### src/verilog/tmoc_pkg.sv
// Package with register map, field layout and reset values of the compare timer core
package tmoc_pkg;
  // ==========================================================================
  // Register indices; byte address is four times the index
  localparam logic [7:0] IDX_OC1_MASK   = 8'h0c;
  localparam logic [7:0] IDX_OC1_DATA   = 8'h0d;
  localparam logic [7:0] IDX_COUNT_HI   = 8'h0e;
  localparam logic [7:0] IDX_COUNT_LO   = 8'h0f;
  localparam logic [7:0] IDX_CMP_BASE   = 8'h16;
  localparam logic [7:0] IDX_ACTION     = 8'h20;
  localparam logic [7:0] IDX_IRQ_EN1    = 8'h22;
  localparam logic [7:0] IDX_FLAGS1     = 8'h23;
  localparam logic [7:0] IDX_IRQ_EN2    = 8'h24;
  localparam logic [7:0] IDX_FLAGS2     = 8'h25;
  localparam logic [7:0] IDX_ACC_CTRL   = 8'h26;
  // ==========================================================================
  // Field positions and counts
  localparam int         NUM_CMP        = 5;
  localparam int         POS_SHARED_SEL = 2;
  localparam int         POS_OVF        = 7;
  localparam int         POS_SHARED     = 3;
  localparam logic [6:0] PRESCALE_WINDOW_CYC = 7'h40;
  localparam logic [3:0] PRESCALE_LAST [4] = '{4'h0, 4'h3, 4'h7, 4'hf};
  // ==========================================================================
  // Reset values
  localparam logic [15:0] RST_COUNT     = 16'h0000;
  localparam logic [15:0] RST_CMP       = 16'hffff;
  localparam logic [7:0]  RST_BYTE      = 8'h00;
  localparam logic [4:0]  RST_PINS      = 5'h00;

  typedef struct packed {
    logic [15:0]              count;
    logic [3:0]               div;
    logic                     tickDone;
    logic [NUM_CMP-1:0][15:0] cmp;
    logic [NUM_CMP-1:0]       inhibit;
    logic [4:0]               oc1Data;
    logic [4:0]               oc1Mask;
    logic [7:0]               actionCtrl;
    logic [7:0]               irqEn1;
    logic [7:0]               flags1;
    logic [3:0]               irqEn2;
    logic [1:0]               prescale;
    logic                     prescaleLocked;
    logic [6:0]               bootCnt;
    logic [3:0]               flags2;
    logic                     sharedSel;
    logic [7:0]               lowLatch;
    logic                     latchValid;
    logic [4:0]               pins;
    logic                     ack;
    logic [7:0]               rdata;
  } tmoc_state_t;

  typedef struct packed {
    logic periodic;
    logic accumOverflow;
    logic accumEdge;
  } tmoc_misc_events_t;
endpackage

### src/verilog/tmoc_timer_core.sv
// Free-running timer with five output compares, flags, masks and Avalon-MM slave
//
// The Avalon-MM interface to the registers was left to the implementer.
`timescale 1ns/1ps
// Operation
// On compare-1 match copy data bits to port A where mask bit is one.
// Compare-1 data register holds bits 7..3; bits 2..0 read zero.
// 16-bit counter on prescaled clock, resets to zero, read-only.
// Counter high-byte read latches low byte for the following low read.
// Action pair 00 none, 01 toggle, 10 drive low, 11 drive high.
// Pairs for channels 2..5 at bits 7:6..1:0, mode above level.
// Channel 5 compares only while the shared select is zero.
// Compare flag with enable set requests an interrupt.
// Capture 1..3 flag with enable set requests an interrupt.
// Enable register 1 aligns bit for bit with flag register 1.
// Enable bit 3 serves capture 4 or compare 5 per select.
// Compare flag sets each time counter equals compare value.
// Capture flags 1..3 set on each detected active edge.
// Flag bit 3 set by capture 4 or compare 5 per select.
// Flags clear only by writing one; zero leaves them.
// Overflow flag sets when counter rolls from all ones to zero.
// Overflow flag with its enable set requests an interrupt.
// Upper four bits of enable register 2 align with flag register 2.
// Prescale select divides by 1, 4, 8 or 16.
// Prescale select accepts one write only within 64 cycles of reset.
// Low four bits of flag register 2 read zero.
// Every compare register is compared against the counter each cycle; here a match counts only on the cycle a new count is present.
// High-byte compare write suppresses that channel's match one cycle.
// Pin action happens on every match regardless of flag state.
// Compare-1 mask bits 7..3 map to port A pins 7..3.
// One interrupt line high when any enabled flag is set.
module tmoc_timer_core
  import tmoc_pkg::*;
(
  input  wire logic              mclk,
  input  wire logic              reset,
  input  wire logic [9:0]        avs_address,
  input  wire logic              avs_read,
  input  wire logic              avs_write,
  input  wire logic [31:0]       avs_writedata,
  input  wire logic [3:0]        avs_byteenable,
  output logic      [31:0]       avs_readdata,
  output logic                   avs_waitrequest,
  input  wire logic [3:0]        captureEdge,
  input  wire tmoc_misc_events_t miscEvents,
  output logic      [4:0]        portAOut,
  output logic      [4:0]        portAOe,
  output logic                   timerIrq
);
  tmoc_state_t        st_reg;
  tmoc_state_t        st_next;
  logic [7:0]         idx;
  logic               req;
  logic               accept;
  logic               wrByte;
  logic [7:0]         wdata;
  logic               tick;
  logic [NUM_CMP-1:0] match;
  logic [7:0]         set1;
  logic [3:0]         set2;
  logic [7:0]         rmux;
  logic [1:0]         pair;
  logic [2:0]         cmpSel;
  logic               cmpHit;

  // ==========================================================================
  // Bus decode
  assign idx             = avs_address[9:2];
  assign req             = avs_read | avs_write;
  assign accept          = req & st_reg.ack;
  assign wrByte          = accept & avs_write & avs_byteenable[0];
  assign wdata           = avs_writedata[7:0];
  // One wait cycle gives time to register read data
  assign avs_waitrequest = req & ~st_reg.ack;
  assign avs_readdata    = {24'h000000, st_reg.rdata};

  // ==========================================================================
  // Timebase and compares
  assign tick = (st_reg.div == PRESCALE_LAST[st_reg.prescale]);

  // Match only on the cycle a new count is present, else a slow
  // prescale would repeat toggle actions on one count value
  always_comb begin
    for (int i = 0; i < NUM_CMP; i++) begin
      match[i] = st_reg.tickDone && (st_reg.count == st_reg.cmp[i])
                 && !st_reg.inhibit[i];
    end
    match[4] = match[4] & ~st_reg.sharedSel;
  end

  assign set1 = {match[0], match[1], match[2], match[3],
                 st_reg.sharedSel ? captureEdge[3] : match[4],
                 captureEdge[0], captureEdge[1], captureEdge[2]};
  assign set2 = {tick && (st_reg.count == 16'hffff),
                 miscEvents.periodic, miscEvents.accumOverflow, miscEvents.accumEdge};

  // ==========================================================================
  // Read mux
  always_comb begin
    // Shift before the cut, else the fifth pair aliases onto the first
    cmpSel = 3'((idx - IDX_CMP_BASE) >> 1);
    cmpHit = (idx >= IDX_CMP_BASE) && (idx < IDX_CMP_BASE + 8'(2 * NUM_CMP));
    rmux   = RST_BYTE;
    case (idx)
      IDX_OC1_MASK: rmux = {st_reg.oc1Mask, 3'b000};
      IDX_OC1_DATA: rmux = {st_reg.oc1Data, 3'b000};
      IDX_COUNT_HI: rmux = st_reg.count[15:8];
      IDX_COUNT_LO: rmux = st_reg.latchValid ? st_reg.lowLatch : st_reg.count[7:0];
      IDX_ACTION:   rmux = st_reg.actionCtrl;
      IDX_IRQ_EN1:  rmux = st_reg.irqEn1;
      IDX_FLAGS1:   rmux = st_reg.flags1;
      IDX_IRQ_EN2:  rmux = {st_reg.irqEn2, 2'b00, st_reg.prescale};
      IDX_FLAGS2:   rmux = {st_reg.flags2, 4'h0};
      IDX_ACC_CTRL: rmux = {5'h00, st_reg.sharedSel, 2'b00};
      default: begin
        if (cmpHit) begin
          rmux = idx[0] ? st_reg.cmp[cmpSel][7:0] : st_reg.cmp[cmpSel][15:8];
        end
      end
    endcase
  end

  // ==========================================================================
  // Next state
  always_comb begin
    st_next          = st_reg;
    st_next.ack      = req & ~st_reg.ack;
    st_next.tickDone = tick;
    st_next.inhibit  = '0;
    if (req && !st_reg.ack) begin
      st_next.rdata = avs_read ? rmux : RST_BYTE;
      // Low byte taken in the same cycle as the high byte it pairs with
      if (avs_read && idx == IDX_COUNT_HI) begin
        st_next.lowLatch = st_reg.count[7:0];
      end
    end
    if (st_reg.bootCnt != PRESCALE_WINDOW_CYC) begin
      st_next.bootCnt = st_reg.bootCnt + 7'h01;
    end

    // Counter advances only on prescaled ticks; bus cannot write it
    if (tick) begin
      st_next.div   = 4'h0;
      st_next.count = st_reg.count + 16'h0001;
    end else begin
      st_next.div   = st_reg.div + 4'h1;
    end

    // Pin actions run on every match, whatever the flags hold
    for (int j = 0; j < 4; j++) begin
      pair = st_reg.actionCtrl[7-2*j -: 2];
      if (match[j+1]) begin
        case (pair)
          2'b01:   st_next.pins[3-j] = ~st_reg.pins[3-j];
          2'b10:   st_next.pins[3-j] = 1'b0;
          2'b11:   st_next.pins[3-j] = 1'b1;
          default: st_next.pins[3-j] = st_reg.pins[3-j];
        endcase
      end
    end
    // Compare 1 wins over the per-channel actions on shared pins
    if (match[0]) begin
      st_next.pins = (st_next.pins & ~st_reg.oc1Mask)
                     | (st_reg.oc1Data & st_reg.oc1Mask);
    end

    if (accept) begin
      st_next.latchValid = 1'b0;
    end
    if (accept && avs_read && idx == IDX_COUNT_HI) begin
      st_next.latchValid = 1'b1;
    end

    // Flags: clear by one, set wins in the same cycle
    st_next.flags1 = st_reg.flags1;
    st_next.flags2 = st_reg.flags2;
    if (wrByte && idx == IDX_FLAGS1) begin
      st_next.flags1 = st_reg.flags1 & ~wdata;
    end
    if (wrByte && idx == IDX_FLAGS2) begin
      st_next.flags2 = st_reg.flags2 & ~wdata[7:4];
    end
    st_next.flags1 = st_next.flags1 | set1;
    st_next.flags2 = st_next.flags2 | set2;

    if (wrByte) begin
      case (idx)
        IDX_OC1_MASK: st_next.oc1Mask    = wdata[7:3];
        IDX_OC1_DATA: st_next.oc1Data    = wdata[7:3];
        IDX_ACTION:   st_next.actionCtrl = wdata;
        IDX_IRQ_EN1:  st_next.irqEn1     = wdata;
        IDX_IRQ_EN2: begin
          st_next.irqEn2 = wdata[7:4];
          if (!st_reg.prescaleLocked && st_reg.bootCnt != PRESCALE_WINDOW_CYC) begin
            st_next.prescale       = wdata[1:0];
            st_next.prescaleLocked = 1'b1;
          end
        end
        IDX_ACC_CTRL: st_next.sharedSel  = wdata[POS_SHARED_SEL];
        default: begin
          if (cmpHit) begin
            if (idx[0]) begin
              st_next.cmp[cmpSel][7:0] = wdata;
            end else begin
              st_next.cmp[cmpSel][15:8] = wdata;
              st_next.inhibit[cmpSel]   = 1'b1;
            end
          end
        end
      endcase
    end
    // Window closes for good once it runs out
    if (st_reg.bootCnt == PRESCALE_WINDOW_CYC) begin
      st_next.prescaleLocked = 1'b1;
    end

    if (reset) begin
      st_next.count          = RST_COUNT;
      st_next.div            = 4'h0;
      st_next.tickDone       = 1'b0;
      st_next.cmp            = {NUM_CMP{RST_CMP}};
      st_next.inhibit        = '0;
      st_next.oc1Data        = 5'h00;
      st_next.oc1Mask        = 5'h00;
      st_next.actionCtrl     = RST_BYTE;
      st_next.irqEn1         = RST_BYTE;
      st_next.flags1         = RST_BYTE;
      st_next.irqEn2         = 4'h0;
      st_next.prescale       = 2'b00;
      st_next.prescaleLocked = 1'b0;
      st_next.bootCnt        = 7'h00;
      st_next.flags2         = 4'h0;
      st_next.sharedSel      = 1'b0;
      st_next.lowLatch       = RST_BYTE;
      st_next.latchValid     = 1'b0;
      st_next.pins           = RST_PINS;
      st_next.ack            = 1'b0;
      st_next.rdata          = RST_BYTE;
    end
  end

  always_ff @(posedge mclk) begin
    st_reg <= st_next;
  end

  // ==========================================================================
  // Outputs
  assign portAOut = st_reg.pins;
  always_comb begin
    for (int j = 0; j < 4; j++) begin
      portAOe[3-j] = st_reg.oc1Mask[3-j] | (st_reg.actionCtrl[7-2*j -: 2] != 2'b00);
    end
    portAOe[4] = st_reg.oc1Mask[4];
  end
  // Bit 3 enable follows the flag's source, so one AND covers both uses
  assign timerIrq = |(st_reg.flags1 & st_reg.irqEn1)
                    | |(st_reg.flags2 & st_reg.irqEn2);

  // ==========================================================================
  // Assertions
  a_count_advance: assert property (@(posedge mclk) disable iff (reset)
    !$past(tick) && !$past(reset) |-> st_reg.count == $past(st_reg.count))
    else $error("counter moved without a tick");

  a_overflow_set: assert property (@(posedge mclk) disable iff (reset)
    tick && st_reg.count == 16'hffff |=> st_reg.flags2[3] && st_reg.count == 16'h0000)
    else $error("overflow flag not set on rollover");

  a_oc1_pins: assert property (@(posedge mclk) disable iff (reset)
    match[0] |=> ((st_reg.pins ^ $past(st_reg.oc1Data)) & $past(st_reg.oc1Mask)) == 5'h00)
    else $error("compare 1 pin data not applied");

  a_data_lowbits: assert property (@(posedge mclk) disable iff (reset)
    accept && avs_read && idx == IDX_OC1_DATA |-> avs_readdata[2:0] == 3'b000)
    else $error("unimplemented data bits read nonzero");

  a_high_inhibit: assert property (@(posedge mclk) disable iff (reset)
    wrByte && cmpHit && !idx[0] |=> !match[$past(cmpSel)])
    else $error("compare not suppressed after high write");

  a_prescale_once: assert property (@(posedge mclk) disable iff (reset)
    st_reg.prescaleLocked |=> $stable(st_reg.prescale))
    else $error("prescale changed after lock");

  a_flag_w1c: assert property (@(posedge mclk) disable iff (reset)
    wrByte && idx == IDX_FLAGS1 && wdata[7] && !set1[7] ##1 !match[0] |-> !st_reg.flags1[7])
    else $error("flag not cleared by writing one");

  a_ch5_gate: assert property (@(posedge mclk) disable iff (reset)
    st_reg.sharedSel |-> !match[4])
    else $error("compare 5 active while capture selected");

  a_irq_enabled: assert property (@(posedge mclk) disable iff (reset)
    st_reg.flags1[7] && st_reg.irqEn1[7] |-> timerIrq)
    else $error("enabled compare flag gave no interrupt");

  a_coherent_read: assert property (@(posedge mclk) disable iff (reset)
    accept && avs_read && idx == IDX_COUNT_HI |=> st_reg.latchValid
      && st_reg.lowLatch == $past(st_reg.count[7:0], 2))
    else $error("low byte not latched on high read");
endmodule
### config.mk
export PLATFORM = sky130hd
export DESIGN_NAME = tmoc_timer_core
export DESIGN_NICKNAME = d
export VERILOG_FILES = /design/src/verilog/tmoc_pkg.sv /design/src/verilog/tmoc_timer_core.sv
export SDC_FILE = /design/constraint.sdc
export NUM_CORES = 1
export LEC_CHECK = 0
export BUFFER_PORTS_ARGS = -buffer_cell sky130_fd_sc_hd__buf_4
export CELL_PAD_IN_SITES_DETAIL_PLACEMENT = 1
export CELL_PAD_IN_SITES_GLOBAL_PLACEMENT = 2
export CORE_ASPECT_RATIO = 1.75
export CORE_MARGIN = 2
export CORE_UTILIZATION = 36
export CTS_CLUSTER_DIAMETER = 60
export DETAILED_ROUTE_END_ITERATION = 10
export GPL_TIMING_DRIVEN = 0
export PLACE_DENSITY = 0.88
export SLEW_MARGIN = 40
export SYNTH_ARGS = -nofsm -noshare
export SYNTH_HDL_FRONTEND = slang
export SYNTH_SLANG_ARGS = --single-unit
### constraint.sdc
create_clock -name mclk -period 3.7 [get_ports mclk]
set_clock_uncertainty 0.15 [all_clocks]
set_input_delay 0.37 -clock mclk [delete_from_list [all_inputs] [get_ports mclk]]
set_output_delay 0.37 -clock mclk [all_outputs]
set_load 0.02 [all_outputs]
# After elaboration in Yosys (flattened, before gate mapping)
# Cells that the tools add are included.
# W data, S select, Z words.
op_classes:
  addsub: 4
  n_lt_le_gt_ge: 5
  eq_ne: 31
  n_mux: 37
  n_bitwise: 33
  n_reduce_logical: 50
op_table:
  columns: ["op", "count"]
  rows:
  - ["$bwmux W80", 2]
  - ["$demux W16 S3", 2]
  - ["$eq A16 B16 Y1", 5]
  - ["$mux W80", 1]
  - ["$pmux W8 S10", 1]
  - ["$bmux W16 S3", 1]
  - ["$eq A8 B6 Y1 const B", 6]
  - ["$mux W8", 6]
  - ["$eq A8 B4 Y1 const B", 4]
  - ["$mux W16", 2]
  - ["$logic_and A1 B1 Y1", 20]
  - ["$add A16 B1 Y16 const B", 1]
  - ["$and A8 B8 Y8", 2]
  - ["$eq A16 B16 Y1 const B", 1]
  - ["$eq A2 B2 Y1 const B", 8]
  - ["$mux W4", 4]
  - ["$reduce_bool A2 Y1", 8]
  - ["$reduce_and A2 Y1", 7]
  - ["$mux W1", 12]
  - ["$pmux W1 S3", 4]
  - ["$and A5 B5 Y5", 2]
  - ["$reduce_or A10 Y1", 1]
  - ["$not A1 Y1", 9]
  - ["$reduce_and A3 Y1", 3]
  - ["other kinds (29)", 48]
word_totals:
  reg_bits: 182
  input_bits: 57

# Depth between registers and ports, before layout
depth:
  word_depth: 8
  mapped_depth: 13

# Worst setup path after synthesis
# OpenSTA, ideal clock, no wires.
synth_timing:
  kind: "input port to flip-flop"
  startpoint: "in avs_address[3]"
  endpoint: "reg st_reg (netlist bit avs_readdata[1])"
  setup_ps: 79
  arrival_ps: 2868
  t_required_ps: 3471
  setup_slack_ps: 602
  path_stages: 13
  path_cell_list: "buf_4 -> clkinv_1 -> buf_2 -> buf_1 -> ha_1 -> buf_2 -> inv_1 -> clkbuf_1 -> a21oi_1 -> a211o_1 -> a2111oi_0 -> a21oi_1 -> o211ai_1"
synth_via:
  elab_chain_len: 7
  word_cells_on_any_way: 20
  classes_between: "add/sub (1); order compare (2); eq/ne (10); mux (6); reduce/logical (1)"
synth_lines:
  columns: ["item", "line", "text"]
  rows:
  - ["start, declared", "tmoc_timer_core.sv:37", "input wire logic [9:0] avs_address,"]
  - ["$sub A4 B3 Y4", "tmoc_timer_core.sv:101", "cmpSel = 3'((idx - IDX_CMP_BASE) >> 1);"]
  - ["$bmux W16 S3", "tmoc_timer_core.sv:117", "rmux = idx[0] ? st_reg.cmp[cmpSel][7:0] : st_reg.cmp[cmpSel][15:8];"]
  - ["$mux W16 (implied by the code)", "tmoc_timer_core.sv:117", null]
  - ["$mux W8", "tmoc_timer_core.sv:117", null]
  - ["$mux W8", "tmoc_timer_core.sv:116", "if (cmpHit) begin"]
  - ["$pmux W8 S10 (*)", "tmoc_timer_core.sv:104", "case (idx)"]
  - ["$mux W8 (*)", "tmoc_timer_core.sv:131", "st_next.rdata = avs_read ? rmux : RST_BYTE;"]
  - ["end signal, assigned", "tmoc_timer_core.sv:243", "st_reg <= st_next;"]
  - ["end, declared", "tmoc_timer_core.sv:50", "tmoc_state_t st_reg;"]
# Mark *: on every way between the ends. The rest lies on a longest branch, timed or not. The select of a mux whose other input is x is not followed.
# A chain may end at the register's enable or synchronous reset.

# Worst setup path after layout
layout_timing:
  startpoint: "in avs_address[3]"
  endpoint: "reg st_reg (netlist bit avs_readdata[5])"
# Same word-level chain as after synthesis.

==> impl_metrics.json <==
{
  "dieWidth_um": 129,
  "ys_ff_latch": 182,
  "viasPerCell": 5.67,
  "power.leakage_nw": 4.55,
  "yosysMostFrequentCell": "dfxtp_1",
  "fin_util_pct": 42.2,
  "hold_path.class": "input port to flip-flop",
  "insertion_delay_ns": 0.46,
  "slew_headroom_pct": 43.3,
  "cts_buffers": 17,
  "grt_pass1_vias": 9764,
  "post-layout-total-power_mw": 4.34,
  "fill_cells": 3241,
  "cts_buffer_depth": 2,
  "power_density_nw_per_um2": 379,
  "path_clk_slew_ns": 0.07,
  "grt_max_degree": 17,
  "nets": 1336,
  "largest_reg_flops": 166,
  "synth_edf_count": 0,
  "io_buffers": 41,
  "critPathBufInv": 7,
  "wl_per_cell_um": 25.6,
  "synth.distinct_cells": 70,
  "antenna_left": 0,
  "status": "complete, no violations",
  "root_buffer": "clkbuf_16",
  "yosysSeqAreaShare_pct": 36.8,
  "grt_remaining_overflow": 0,
  "drt_iter0_drc": 603,
  "coreArea_sq_um": 27100,
  "slew_viol_final": 0,
  "cp_top_family": "buffers and inverters",
  "drive_above_1_share_pct": 14.2,
  "worst_path_max_delay_cell": "a211oi_1",
  "cp_data_required_time_ns": 3.93,
  "cpMostUsedCell": "buf_2",
  "grt_first_pass_wirelength_um": 61800,
  "period_needed_ns": 3.54,
  "critical-path-max-stage-delay_ns": 0.54,
  "diodes": 0,
  "design_area_sq_um": 11500,
  "ys_warn_count": 0,
  "wl_um": 42300,
  "synth_cells": 1181,
  "setup_viol": 0,
  "syn_to_final_growth_pct": 15.8,
  "endpoint_kind": "flip-flop",
  "post_cts_buffers": 0,
  "dpl-instance-area_sq_um": 10800,
  "place_congestion": 1.02,
  "synthTopCellsByArea": "dfxtp_1 (37%), mux2i_1 (10%), xnor2_1 (6.2%)",
  "die_height_um": 223,
  "async_reset_ff_share_pct": 0,
  "seq_area_sq_um": 3640,
  "vdd_ir_drop_max_uv": 309,
  "r2r_cells": 8,
  "dr.pass1.iters": 6,
  "die_area_sq_um": 28900,
  "hold_ws_ns": 0.0441,
  "cts_max_level": 4,
  "finalHoldViolations": 0,
  "track_usage_pct": 29.8,
  "critPathLaunchType": "input port",
  "cp_num_cells": 14,
  "synth_area_per_cell_sq_um": 8.38,
  "routed-via-count": 9387,
  "rsz0062_at_grt": "false",
  "initial_core_util_pct": 36.5,
  "worst_pin_slew_ns": 0.851,
  "cp.arrival_ns": 3.77,
  "fmax_mhz": 282,
  "drc": 0,
  "cts_tree": "built",
  "synth_ff_type": "dfxtp_1",
  "maxCapViolCount": 0,
  "yosys-top-cells-count": "dfxtp_1 (182), nand2_1 (155), mux2i_1 (103)",
  "path_class": "input port to flip-flop",
  "synth_top_area_share_pct": 36.8,
  "multiInputGateArea_sq_um": 5570,
  "row_count": 80,
  "critical_path.cell_chain": "buf_4 > buf_4 > clkinv_2 > buf_2 > buf_2 > ha_1 > buf_2 > buf_2 > nor3_1 > a211oi_1 > o21ai_0 > o21ai_0 > a22oi_1 > o221ai_1",
  "clock-sinks": 182,
  "place.detailed.hpwl_um": 32200,
  "antenna_found_initial": 0,
  "io_pins": 101,
  "synth_area_leader_cell": "dfxtp_1",
  "finalCritPeriodShare_pct": 95.7,
  "cp_max_fo": 10,
  "hold_path_depth": 3,
  "synth_area_sq_um": 9900
}
[where the power goes]
part / switching [mW] / total, mW / internal (mW)
registers: 0.0147 / 1.99 / 1.97
logic: 0.325 / 0.465 / 0.140
clock network: 0.817 / 1.89 / 1.08
total: 1.16 / 4.34 / 3.19
[cells by family after synthesis]
kind of cell	after synthesis	share of synthesized area, %
mux	111	11.8
compound gates	186	12.7
buf+inv	160	7.98
flops	182	36.8
xor+xnor	96	8.57
other cells	1	0.0379
fa+ha+maj	6	0.759
simple gates	439	21.3
[cell type report]
type	instances	area share, %
multi-input combinational	862	48.7
timing repair buffer	50	3.40
inverter	33	1.09
sequential	182	31.8
clock inverter	9	1.10
tap	369	4.03
clock buffer	23	4.00
buffer	127	5.92
[tightest hold or removal path, cell delays in order]
cell,delay [ns]
buf_4,0.11
nand2_1,0.05
a31oi_1,0.07
[through the flow]
stage	setup WS (ns)	TNS (ns)	cells
finish	0.158	0	1655
global route	0.00831	0	1655
CTS	0.153	0	1655
detailed placement	-0.712	-19.16	1617
global placement	-0.742	-19.92	1614
floorplan	0.602	0	1204
[cells in the final DEF, fill, tap and decap left out, types with 34 or more instances in the layout]
cell type	Yosys	layout
dfxtp_1	182	182
nand2_1	155	155
mux2i_1	103	103
nor2_1	102	102
buf_4	40	81
xnor2_1	70	70
nand3_1	64	64
clkbuf_1	53	49
a21oi_1	42	42
buf_2	31	34
[worst paths after layout]
check,start,end,slack [ns]
setup / recovery,avs_address[3],avs_readdata[5],0.16
hold / removal,captureEdge[3],st_reg[45],0.04
setup reg to reg,st_reg[8],st_reg[112],0.69
hold reg to reg,avs_readdata[2],avs_readdata[2],0.34
[metal layers]
layer  global-route usage, %  vias to the layer above  part of all wire, %  wire (um)
met5                       0                        -                    0          0
met4                    24.5                        0                  9.5       4040
met3                    5.78                      179                  4.3       1810
met2                    52.4                      345                   51      21700
met1                    29.5                     4625                   35      14700
li1                        -                     4238                    -          -
[timing repair]
action / 4_1_cts / 5_1_grt
hold buffers: 6 / 0
endpoints found under the hold margin: 6 / 0
resized for setup: 2 / 2
endpoints found under the setup margin: 5 / 3
(Power assumes the default switching activity.)
